`src/verilog/tcmp_pkg.sv`:
```
package tcmp_pkg;

    // ------------------------------------------------------------
    // Register map (word index on the plain register port)
    // ------------------------------------------------------------
    localparam logic [3:0] ADDR_CTRL      = 4'h0;
    localparam logic [3:0] ADDR_COUNT     = 4'h1;
    localparam logic [3:0] ADDR_CMP_A     = 4'h2;
    localparam logic [3:0] ADDR_CMP_B     = 4'h3;
    localparam logic [3:0] ADDR_CAPTURE   = 4'h4;
    localparam logic [3:0] ADDR_FLAGS     = 4'h5;
    localparam logic [3:0] ADDR_FORCE     = 4'h6;
    localparam logic [3:0] ADDR_PORT_OUT  = 4'h7;
    localparam logic [3:0] ADDR_PORT_DIR  = 4'h8;
    localparam logic [3:0] ADDR_STATE     = 4'h9;

    // ------------------------------------------------------------
    // Control register fields
    // ------------------------------------------------------------
    localparam int CTRL_MODE_LSB  = 0;
    localparam int CTRL_ACT_A_LSB = 4;
    localparam int CTRL_ACT_B_LSB = 6;
    localparam int CTRL_CLK_LSB   = 8;

    // ------------------------------------------------------------
    // Flag register bits
    // ------------------------------------------------------------
    localparam int FLAG_OVF   = 0;
    localparam int FLAG_CMP_A = 1;
    localparam int FLAG_CMP_B = 2;
    localparam int FLAG_CAP   = 3;

    // ------------------------------------------------------------
    // Waveform modes and output actions
    // ------------------------------------------------------------
    localparam logic [3:0] MODE_NORMAL   = 4'h0;
    localparam logic [3:0] MODE_CTC_CMPA = 4'h4;
    localparam logic [3:0] MODE_CTC_CAP  = 4'hc;

    typedef enum logic [1:0] {
        ACT_NONE   = 2'h0,
        ACT_TOGGLE = 2'h1,
        ACT_CLEAR  = 2'h2,
        ACT_SET    = 2'h3
    } tcmp_act_t;

    // ------------------------------------------------------------
    // Count values and reset values
    // ------------------------------------------------------------
    localparam logic [15:0] COUNT_MAX    = 16'hffff;
    localparam logic [15:0] COUNT_BOTTOM = 16'h0000;
    localparam logic [15:0] RST_WORD     = 16'h0000;

    // ------------------------------------------------------------
    // Timer clock source select (divisors of the I/O clock)
    // ------------------------------------------------------------
    localparam logic [2:0] CLK_STOP   = 3'h0;
    localparam logic [2:0] CLK_DIV1   = 3'h1;
    localparam logic [2:0] CLK_DIV8   = 3'h2;
    localparam logic [2:0] CLK_DIV64  = 3'h3;
    localparam logic [2:0] CLK_DIV256 = 3'h4;
    localparam logic [2:0] CLK_DIV1K  = 3'h5;
    localparam logic [9:0] DIV8_LAST   = 10'd7;
    localparam logic [9:0] DIV64_LAST  = 10'd63;
    localparam logic [9:0] DIV256_LAST = 10'd255;
    localparam logic [9:0] DIV1K_LAST  = 10'd1023;

endpackage

```
`src/verilog/tcmp_timer.sv`:
```
`timescale 1ns/1ps
// How it works
// - Each channel's action select decides its output state change on the next match.
// - Reset clears every channel's compare output state to low.
// - Nonzero action select makes the pin show compare output state, not port value.
// - Pin direction stays with the port direction bit, even when overridden.
// - Action select bits never affect the capture unit.
// - Action select zero leaves compare output state untouched on a match.
// - A new action select value acts from the first match after the write.
// - In non-PWM modes a force strobe applies the selected action at once.
// - Counting depends on waveform mode and clock select, never on action select.
// - In PWM modes action select picks inverted or non-inverted polarity.
// - In non-PWM modes action select picks set, clear or toggle on match.
// - Mode zero always counts up, never clears, wraps from maximum to zero.
// - Mode zero sets the overflow flag in the cycle the count becomes zero.
// - Overflow interrupt execution clears the overflow flag.
// - In mode zero software may write the counter at any time.
// - Clear-on-match resets count on compare A (mode 4) or capture (mode 12).
// - Reaching top in clear-on-match raises compare A or capture flag accordingly.
// - Top writes act at once; a top below count means running through wrap.
// - In clear-on-match, action one on channel A toggles its output each match.
// - Prescaler divides by 1, 8, 64, 256 or 1024.
// - Clear-on-match also sets overflow when count passes maximum to zero.
// - A compare match sets that channel's compare flag on the next timer cycle.
// - Force changes output state only: no flag, no counter clear or reload.
// - A counter write blocks every compare match in the next timer cycle.
module tcmp_timer #(
    parameter int DATA_W = 16
) (
    // Clock and reset
    input  wire logic              clk,
    input  wire logic              rst_n,
    // Register port
    input  wire logic [3:0]        reg_addr,
    input  wire logic [DATA_W-1:0] reg_wdata,
    input  wire logic              reg_wr,
    input  wire logic              reg_rd,
    output logic      [DATA_W-1:0] reg_rdata,
    // Interrupt execution acknowledges
    input  wire logic              overflow_ack,
    input  wire logic              compare_a_ack,
    input  wire logic              compare_b_ack,
    input  wire logic              capture_ack,
    // Capture event strobe
    input  wire logic              capture_event,
    // Flag outputs
    output logic                   overflow_flag,
    output logic                   compare_a_flag,
    output logic                   compare_b_flag,
    output logic                   capture_flag,
    // Compare pins, channel A in bit 0
    output logic      [1:0]        compare_pin_out,
    output logic      [1:0]        compare_pin_oe
);

    // ------------------------------------------------------------
    // Helpers
    // ------------------------------------------------------------
    function automatic logic apply_act(input logic cur, input logic [1:0] act);
        logic nxt;
        nxt = cur;
        unique case (tcmp_pkg::tcmp_act_t'(act))
            tcmp_pkg::ACT_NONE:   nxt = cur;
            tcmp_pkg::ACT_TOGGLE: nxt = ~cur;
            tcmp_pkg::ACT_CLEAR:  nxt = 1'b0;
            tcmp_pkg::ACT_SET:    nxt = 1'b1;
        endcase
        return nxt;
    endfunction

    function automatic logic is_wr(input logic wr, input logic [3:0] a, input logic [3:0] r);
        return wr && (a == r);
    endfunction

    // ------------------------------------------------------------
    // Software registers
    // ------------------------------------------------------------
    logic [3:0]        waveform_mode_select_q;
    logic [1:0]        output_action_select_q [2];
    logic [2:0]        clk_sel_q;
    logic [15:0]       compare_value_q [2];
    logic [15:0]       capture_value_q;
    logic [1:0]        port_out_q;
    logic [1:0]        compare_pin_direction_q;
    logic [15:0]       count_value_q;
    logic [1:0]        compare_output_state_q;
    logic              block_q;
    logic [9:0]        presc_q;
    logic              tick;
    logic              non_pwm;
    logic              ctc_mode;
    logic [15:0]       top_value;
    logic              top_match;
    logic [1:0]        match;
    logic              wrap;
    logic              count_wr;
    logic              force_wr;
    logic              flags_wr;

    assign count_wr = is_wr(reg_wr, reg_addr, tcmp_pkg::ADDR_COUNT);
    assign force_wr = is_wr(reg_wr, reg_addr, tcmp_pkg::ADDR_FORCE);
    assign flags_wr = is_wr(reg_wr, reg_addr, tcmp_pkg::ADDR_FLAGS);

    always_ff @(posedge clk or negedge rst_n)
    begin
        if (!rst_n)
        begin
            waveform_mode_select_q    <= 4'h0;
            output_action_select_q[0] <= 2'h0;
            output_action_select_q[1] <= 2'h0;
            clk_sel_q                 <= tcmp_pkg::CLK_STOP;
        end
        else if (is_wr(reg_wr, reg_addr, tcmp_pkg::ADDR_CTRL))
        begin
            waveform_mode_select_q    <= reg_wdata[tcmp_pkg::CTRL_MODE_LSB +: 4];
            output_action_select_q[0] <= reg_wdata[tcmp_pkg::CTRL_ACT_A_LSB +: 2];
            output_action_select_q[1] <= reg_wdata[tcmp_pkg::CTRL_ACT_B_LSB +: 2];
            clk_sel_q                 <= reg_wdata[tcmp_pkg::CTRL_CLK_LSB +: 3];
        end
    end

    // Compare values are written straight through, no double buffer
    generate
        for (genvar ch = 0; ch < 2; ch++)
        begin : g_cmp
            always_ff @(posedge clk or negedge rst_n)
            begin
                if (!rst_n)
                    compare_value_q[ch] <= tcmp_pkg::RST_WORD;
                else if (is_wr(reg_wr, reg_addr, tcmp_pkg::ADDR_CMP_A + 4'(ch)))
                    compare_value_q[ch] <= reg_wdata[15:0];
            end
        end
    endgenerate

    always_ff @(posedge clk or negedge rst_n)
    begin
        if (!rst_n)
        begin
            port_out_q              <= 2'h0;
            compare_pin_direction_q <= 2'h0;
        end
        else
        begin
            if (is_wr(reg_wr, reg_addr, tcmp_pkg::ADDR_PORT_OUT))
                port_out_q <= reg_wdata[1:0];
            if (is_wr(reg_wr, reg_addr, tcmp_pkg::ADDR_PORT_DIR))
                compare_pin_direction_q <= reg_wdata[1:0];
        end
    end

    // ------------------------------------------------------------
    // Prescaler
    // ------------------------------------------------------------
    always_comb
    begin
        tick = 1'b0;
        unique case (clk_sel_q)
            tcmp_pkg::CLK_DIV1:   tick = 1'b1;
            tcmp_pkg::CLK_DIV8:   tick = (presc_q[2:0] == tcmp_pkg::DIV8_LAST[2:0]);
            tcmp_pkg::CLK_DIV64:  tick = (presc_q[5:0] == tcmp_pkg::DIV64_LAST[5:0]);
            tcmp_pkg::CLK_DIV256: tick = (presc_q[7:0] == tcmp_pkg::DIV256_LAST[7:0]);
            tcmp_pkg::CLK_DIV1K:  tick = (presc_q == tcmp_pkg::DIV1K_LAST);
            default:              tick = 1'b0;
        endcase
    end

    always_ff @(posedge clk or negedge rst_n)
    begin
        if (!rst_n)
            presc_q <= 10'h000;
        else if (clk_sel_q == tcmp_pkg::CLK_STOP)
            presc_q <= 10'h000;
        else
            presc_q <= presc_q + 10'h001;
    end

    // ------------------------------------------------------------
    // Mode decode and match detection
    // ------------------------------------------------------------
    assign ctc_mode = (waveform_mode_select_q == tcmp_pkg::MODE_CTC_CMPA) ||
                      (waveform_mode_select_q == tcmp_pkg::MODE_CTC_CAP);
    assign non_pwm  = ctc_mode || (waveform_mode_select_q == tcmp_pkg::MODE_NORMAL);
    assign top_value = (waveform_mode_select_q == tcmp_pkg::MODE_CTC_CAP) ?
                       capture_value_q : compare_value_q[0];
    assign wrap      = tick && (count_value_q == tcmp_pkg::COUNT_MAX);

    generate
        for (genvar ch = 0; ch < 2; ch++)
        begin : g_match
            assign match[ch] = tick && !block_q &&
                               (count_value_q == compare_value_q[ch]);
        end
    endgenerate

    assign top_match = ctc_mode && tick && !block_q && (count_value_q == top_value);

    // Match blocking armed by any counter write, held until a timer tick
    always_ff @(posedge clk or negedge rst_n)
    begin
        if (!rst_n)
            block_q <= 1'b0;
        else if (count_wr)
            block_q <= 1'b1;
        else if (tick)
            block_q <= 1'b0;
    end

    // ------------------------------------------------------------
    // Counter
    // ------------------------------------------------------------
    always_ff @(posedge clk or negedge rst_n)
    begin
        if (!rst_n)
            count_value_q <= tcmp_pkg::COUNT_BOTTOM;
        else if (count_wr)
            count_value_q <= reg_wdata[15:0];
        else if (tick)
            count_value_q <= top_match ? tcmp_pkg::COUNT_BOTTOM
                                       : count_value_q + 16'h0001;
    end

    // ------------------------------------------------------------
    // Capture unit, blind to the output action bits
    // ------------------------------------------------------------
    always_ff @(posedge clk or negedge rst_n)
    begin
        if (!rst_n)
            capture_value_q <= tcmp_pkg::RST_WORD;
        else if (is_wr(reg_wr, reg_addr, tcmp_pkg::ADDR_CAPTURE))
            capture_value_q <= reg_wdata[15:0];
        else if (capture_event && (waveform_mode_select_q != tcmp_pkg::MODE_CTC_CAP))
            capture_value_q <= count_value_q;
    end

    // ------------------------------------------------------------
    // Flags: hardware set wins over clear
    // ------------------------------------------------------------
    logic ovf_set;
    logic cap_set;

    assign ovf_set = wrap;
    assign cap_set = (waveform_mode_select_q == tcmp_pkg::MODE_CTC_CAP) ?
                     top_match : capture_event;

    always_ff @(posedge clk or negedge rst_n)
    begin
        if (!rst_n)
            overflow_flag <= 1'b0;
        else if (ovf_set)
            overflow_flag <= 1'b1;
        else if (overflow_ack || (flags_wr && reg_wdata[tcmp_pkg::FLAG_OVF]))
            overflow_flag <= 1'b0;
    end

    always_ff @(posedge clk or negedge rst_n)
    begin
        if (!rst_n)
            compare_a_flag <= 1'b0;
        else if (match[0])
            compare_a_flag <= 1'b1;
        else if (compare_a_ack || (flags_wr && reg_wdata[tcmp_pkg::FLAG_CMP_A]))
            compare_a_flag <= 1'b0;
    end

    always_ff @(posedge clk or negedge rst_n)
    begin
        if (!rst_n)
            compare_b_flag <= 1'b0;
        else if (match[1])
            compare_b_flag <= 1'b1;
        else if (compare_b_ack || (flags_wr && reg_wdata[tcmp_pkg::FLAG_CMP_B]))
            compare_b_flag <= 1'b0;
    end

    always_ff @(posedge clk or negedge rst_n)
    begin
        if (!rst_n)
            capture_flag <= 1'b0;
        else if (cap_set)
            capture_flag <= 1'b1;
        else if (capture_ack || (flags_wr && reg_wdata[tcmp_pkg::FLAG_CAP]))
            capture_flag <= 1'b0;
    end

    // ------------------------------------------------------------
    // Compare output state per channel
    // ------------------------------------------------------------
    generate
        for (genvar ch = 0; ch < 2; ch++)
        begin : g_out
            logic       frc;
            logic [1:0] act;
            logic       pwm_inv;

            assign act     = output_action_select_q[ch];
            assign frc     = force_wr && reg_wdata[ch] && non_pwm;
            assign pwm_inv = (act == tcmp_pkg::ACT_SET);

            always_ff @(posedge clk or negedge rst_n)
            begin
                if (!rst_n)
                    compare_output_state_q[ch] <= 1'b0;
                else if (non_pwm)
                begin
                    if (frc || match[ch])
                        compare_output_state_q[ch] <=
                            apply_act(compare_output_state_q[ch], act);
                end
                else if (act[1])
                begin
                    // Single-slope PWM: match ends the pulse, wrap starts it
                    if (match[ch])
                        compare_output_state_q[ch] <= pwm_inv;
                    else if (wrap)
                        compare_output_state_q[ch] <= ~pwm_inv;
                end
            end

            // Pin override and direction
            assign compare_pin_out[ch] = (act != tcmp_pkg::ACT_NONE) ?
                                         compare_output_state_q[ch] : port_out_q[ch];
            assign compare_pin_oe[ch]  = compare_pin_direction_q[ch];
        end
    endgenerate

    // ------------------------------------------------------------
    // Read port, data one cycle after the strobe
    // ------------------------------------------------------------
    logic [DATA_W-1:0] rd_d;

    always_comb
    begin
        rd_d = '0;
        unique case (reg_addr)
            tcmp_pkg::ADDR_CTRL:
            begin
                rd_d[tcmp_pkg::CTRL_MODE_LSB +: 4]  = waveform_mode_select_q;
                rd_d[tcmp_pkg::CTRL_ACT_A_LSB +: 2] = output_action_select_q[0];
                rd_d[tcmp_pkg::CTRL_ACT_B_LSB +: 2] = output_action_select_q[1];
                rd_d[tcmp_pkg::CTRL_CLK_LSB +: 3]   = clk_sel_q;
            end
            tcmp_pkg::ADDR_COUNT:    rd_d[15:0] = count_value_q;
            tcmp_pkg::ADDR_CMP_A:    rd_d[15:0] = compare_value_q[0];
            tcmp_pkg::ADDR_CMP_B:    rd_d[15:0] = compare_value_q[1];
            tcmp_pkg::ADDR_CAPTURE:  rd_d[15:0] = capture_value_q;
            tcmp_pkg::ADDR_FLAGS:
            begin
                rd_d[tcmp_pkg::FLAG_OVF]   = overflow_flag;
                rd_d[tcmp_pkg::FLAG_CMP_A] = compare_a_flag;
                rd_d[tcmp_pkg::FLAG_CMP_B] = compare_b_flag;
                rd_d[tcmp_pkg::FLAG_CAP]   = capture_flag;
            end
            tcmp_pkg::ADDR_PORT_OUT: rd_d[1:0] = port_out_q;
            tcmp_pkg::ADDR_PORT_DIR: rd_d[1:0] = compare_pin_direction_q;
            tcmp_pkg::ADDR_STATE:    rd_d[1:0] = compare_output_state_q;
            default:                 rd_d = '0;
        endcase
    end

    always_ff @(posedge clk or negedge rst_n)
    begin
        if (!rst_n)
            reg_rdata <= '0;
        else
            reg_rdata <= reg_rd ? rd_d : '0;
    end

endmodule

```
`config.mk`:
```
export PLATFORM = sky130hd
export DESIGN_NAME = tcmp_timer
export DESIGN_NICKNAME = d
export VERILOG_FILES = /design/src/verilog/tcmp_pkg.sv /design/src/verilog/tcmp_timer.sv
export SDC_FILE = /design/constraint.sdc
export NUM_CORES = 1
export LEC_CHECK = 0
export BUFFER_PORTS_ARGS = -buffer_cell sky130_fd_sc_hd__buf_2
export CORE_MARGIN = 2
export CORE_UTILIZATION = 60
export DETAILED_ROUTE_END_ITERATION = 10
export GPL_TIMING_DRIVEN = 0
export HOLD_SLACK_MARGIN = 0.03
export PLACE_DENSITY = 0.8
export SYNTH_ARGS = -nofsm -noshare
export SYNTH_HDL_FRONTEND = slang
export SYNTH_SLANG_ARGS = --single-unit
```
`constraint.sdc`:
```
create_clock -name clk -period 2.6 [get_ports clk]
set_input_delay 0.26 -clock clk [delete_from_list [all_inputs] [get_ports clk]]
set_output_delay 0.26 -clock clk [all_outputs]
set_load 0.1 [all_outputs]
```
==> results.yml <==
worst_setup_path:
  r2r_slack_ns: -0.09
  endpoint_kind: "register"
  reg2reg_depth: 10
  crit_arrival_ns: 3.00
  start_kind: "register"
  r2r_start: "waveform_mode_select_q[1]"
  cp_common_cell: "buf_4"
  required_ns: 2.91
  cp_max_fo: 5
  crit_type: "register to register"
  r2r-end: "count_value_q[4]"
  slowest_delay_ns: 0.46
  path_cells: "nor4bb_2 -> buf_4 -> buf_12 -> buf_6 -> mux2i_1 -> a2111o_1 -> nor4_4 -> buf_4 -> a21oi_1 -> a211o_1"
  slowest_stage: "a2111o_1"
floorplan:
  die_w_um: 107
  pin_count: 53
  core_area_sq_um: 10400
  dieArea_sq_um: 11500
  start_util: 0.618
  die_h_um: 107
  num_rows: 37
clock_network:
  cts_tree: "done"
  clkLatencyLatePin_ns: 0.42
  clk_path_buf_depth: 2
  clock_sinks: 112
  root_buffer: "clkbuf_8"
  clk_pin_slew_ns: 0.11
  cts_buffers: 9
  htreeDepth: 3
global_routing:
  grt_overflow: 0
  globalRouteTotalUtil: 0.380
  grt_pass1_vias: 5825
  grt_pass1_wl_mm: 32.5
  grt_max_degree: 70
  antenna_found_initial: 0
timing:
  max-slew-margin-rel: 0.0366
  finalClockSkew_ns: 0.0209
  fin_setup_tns_ns: -0.691
  worst_pin_slew_ns: 1.43
  rsz0062_at_grt: "true"
  setup_violations: 15
  fmax_ghz: 0.372
  fin_ws_ns: -0.0860
  finalCritPeriodShare: 1.03
  holdWs_ns: 0.0679
  drv_slew: 0
  period_needed_ns: 2.69
  hold_violations: 0
status:
  violations: "setup timing"
  status: "complete, but fails checks"
synthesis:
  ys_seq_area_frac: 0.437
  synth_warnings: 0
  syn_area_sq_um: 6410
  ys_async_sr_fraction: 1.00
  ys_ff_latch: 112
  synth_enable_flop_cells: 0
  syn-num-nets: 698
  yosys_most_used_dff: "dfrtp_1"
  syn_inst: 666
  syn_area_per_cell_sq_um: 9.63
  synthDistinctLibCells: 58
route:
  drt_wl_total_mm: 21.4
  drtIter0Drc: 577
  vias_per_cell: 6.74
  ant_nets: 0
  num_vias: 5968
  drtPass1Iterations: 6
  drc: 0
  wl_per_cell_um: 24.1
placement:
  place.gp.congestion: 0.989
  port_buffers: 46
  dp_cells: 849
  hpwl_mm: 14.9
cells_and_area:
  fillers: 780
  final_core_util: 0.722
  final_common_cell: "dfrtp_1"
  diodes: 0
  syn_to_final_growth_pct: 16.7
  final_cell_mix: "dfrtp_1, nand2_1, mux2_2"
  drive_gt1_frac: 0.249
  final_net_count: 777
  final_cells: 886
power_and_ir_drop:
  intPower_mw: 3.98
  p_seq_frac: 0.389
  power_leakage_nw: 3.22
  swShare: 0.424
  combinationalPowerShare: 0.431
  max-vdd-ir-drop_v: 0.000716
  power_density_nw_per_um2: 923
  clkPwrFrac: 0.179
  power_mw: 6.91
  p_switching_mw: 2.93
hold_path:
  hp-class: "primary input to register"
  hold_path_end: "capture_flag"
  worstHoldStart: "capture_event"
  whs_path_depth: 3
job:
  cap_violations: 0
==> cell families after synthesis <==
kind of cell             count (synthesis)  share of synthesized area
AO/OA/AOI/OAI                          147                      0.153
XOR/XNOR                                40                     0.0546
adder cells (fa/ha/maj)                  3                    0.00586
buffers and inverters                   63                     0.0400
flip-flops                             112                      0.437
multiplexers                            69                      0.118
AND/OR/NAND/NOR                        232                      0.191
==> power by group through the flow <==
stage	clock network [mW]	logic [mW]	registers (mW)
2_1_floorplan	0	1.85	2.62
3_3_place_gp	0	2.62	2.61
3_5_place_dp	0	2.69	2.64
4_1_cts	1.24	2.81	2.65
5_1_grt	1.31	3.21	2.73
6_report	1.24	2.98	2.69
==> flip-flops by register name, indices dropped and copies added, names as in the netlist <==
name	count
block_q	1
compare_b_flag	1
capture_value_q	16
compare_value_q	32
waveform_mode_select_q	4
presc_q	10
compare_a_flag	1
count_value_q	16
port_out_q	2
reg_rdata	16
capture_flag	1
overflow_flag	1
clk_sel_q	3
compare_output_state_q	2
g_out.act	4
compare_pin_oe	2
==> critical path: cells and delay by family, from the launching register on <==
family	cells	cell delay, ns
AO/OA/AOI/OAI	3	0.77
buffers and inverters	4	0.64
flip-flops	1	0.43
multiplexers	1	0.06
AND/OR/NAND/NOR	2	0.69
==> worst max-delay path by stage <==
stage	slack, ns	depth (start not counted)	end	startpoint
global placement	-0.74	9	count_value_q[6]	presc_q[0]
global route	-0.22	11	count_value_q[2]	waveform_mode_select_q[0]
detailed placement	-0.72	9	count_value_q[12]	presc_q[0]
CTS	-0.08	9	count_value_q[4]	waveform_mode_select_q[0]
floorplan	0.19	9	count_value_q[11]	waveform_mode_select_q[1]
finish	-0.09	10	count_value_q[4]	waveform_mode_select_q[1]
==> final cells by class <==
class	instances	area [sq um]	area share
clock inverter	4	75.1	0.0100
multi-input combinational	491	3510	0.469
clock buffer	12	165	0.0221
tap	136	170	0.0227
sequential	112	2800	0.375
timing repair buffer	70	485	0.0649
buffer	48	221	0.0296
inverter	13	48.8	0.00652
==> stage by stage <==
step / worst slack, ns / cell area, sq um
after global placement: -0.740 / 6810
after CTS: -0.0782 / 7300
after floorplan: 0.186 / 6410
final: -0.0860 / 7480
after detailed placement: -0.723 / 6840
after global routing: -0.224 / 7480
==> cells in the mapped netlist, types with 2 or more instances <==
| cell | instances | area (sq um) |
|---|---|---|
| nor4_2 | 2 | 25.0 |
| a211o_1 | 11 | 96.3 |
| o211ai_1 | 3 | 22.5 |
| xor2_1 | 35 | 307 |
| mux2_2 | 51 | 574 |
| clkbuf_1 | 43 | 161 |
| or2_2 | 3 | 18.8 |
| mux2i_1 | 18 | 180 |
| a22oi_1 | 14 | 105 |
| o21ai_1 | 2 | 10.0 |
| nor2b_1 | 10 | 62.6 |
| o21ai_0 | 32 | 160 |
| buf_1 | 3 | 11.3 |
| or4_1 | 11 | 82.6 |
| nand2_1 | 61 | 229 |
| nand3_1 | 30 | 150 |
| ha_1 | 3 | 37.5 |
| or3_1 | 8 | 50.1 |
| nand2b_1 | 12 | 75.1 |
| a221oi_1 | 3 | 26.3 |
| o31ai_1 | 3 | 22.5 |
| nand3b_1 | 5 | 37.5 |
| a21oi_1 | 40 | 200 |
| xnor2_1 | 5 | 43.8 |
| nand4_1 | 10 | 62.6 |
| o2111ai_1 | 2 | 17.5 |
| a31oi_1 | 5 | 31.3 |
| o22ai_1 | 2 | 12.5 |
| a31o_2 | 2 | 17.5 |
| a222oi_1 | 11 | 110 |
| and4_1 | 2 | 17.5 |
| nor3_1 | 13 | 65.1 |
| and3_1 | 16 | 100 |
| o311a_1 | 2 | 20.0 |
| inv_1 | 13 | 48.8 |
| nor4_1 | 7 | 43.8 |
| dfrtp_1 | 112 | 2800 |
| o21bai_1 | 3 | 22.5 |
| nor2_1 | 32 | 120 |
| and2_1 | 5 | 31.3 |
| buf_6 | 2 | 22.5 |
| a211oi_1 | 3 | 22.5 |
==> what timing repair did <==
item	in CTS	in global routing
hold buffers	1	0
buffers inserted	11	10
cloned	0	1
endpoints found under the setup margin	19	29
hold endpoints to repair	43	0
gates resized for setup	25	36
pin swaps	14	10
==> routing by layer <==
layer / part of all wire / vias up / routed length, um / track usage
met5: 0 / - / 0 / 0
met4: 0.032 / 0 / 676 / 0.163
met3: 0.094 / 62 / 2000 / 0.0829
met2: 0.47 / 357 / 10100 / 0.597
met1: 0.40 / 2948 / 8540 / 0.510
li1: - / 2601 / - / -
No activity file was read; power rests on OpenSTA's default activity.
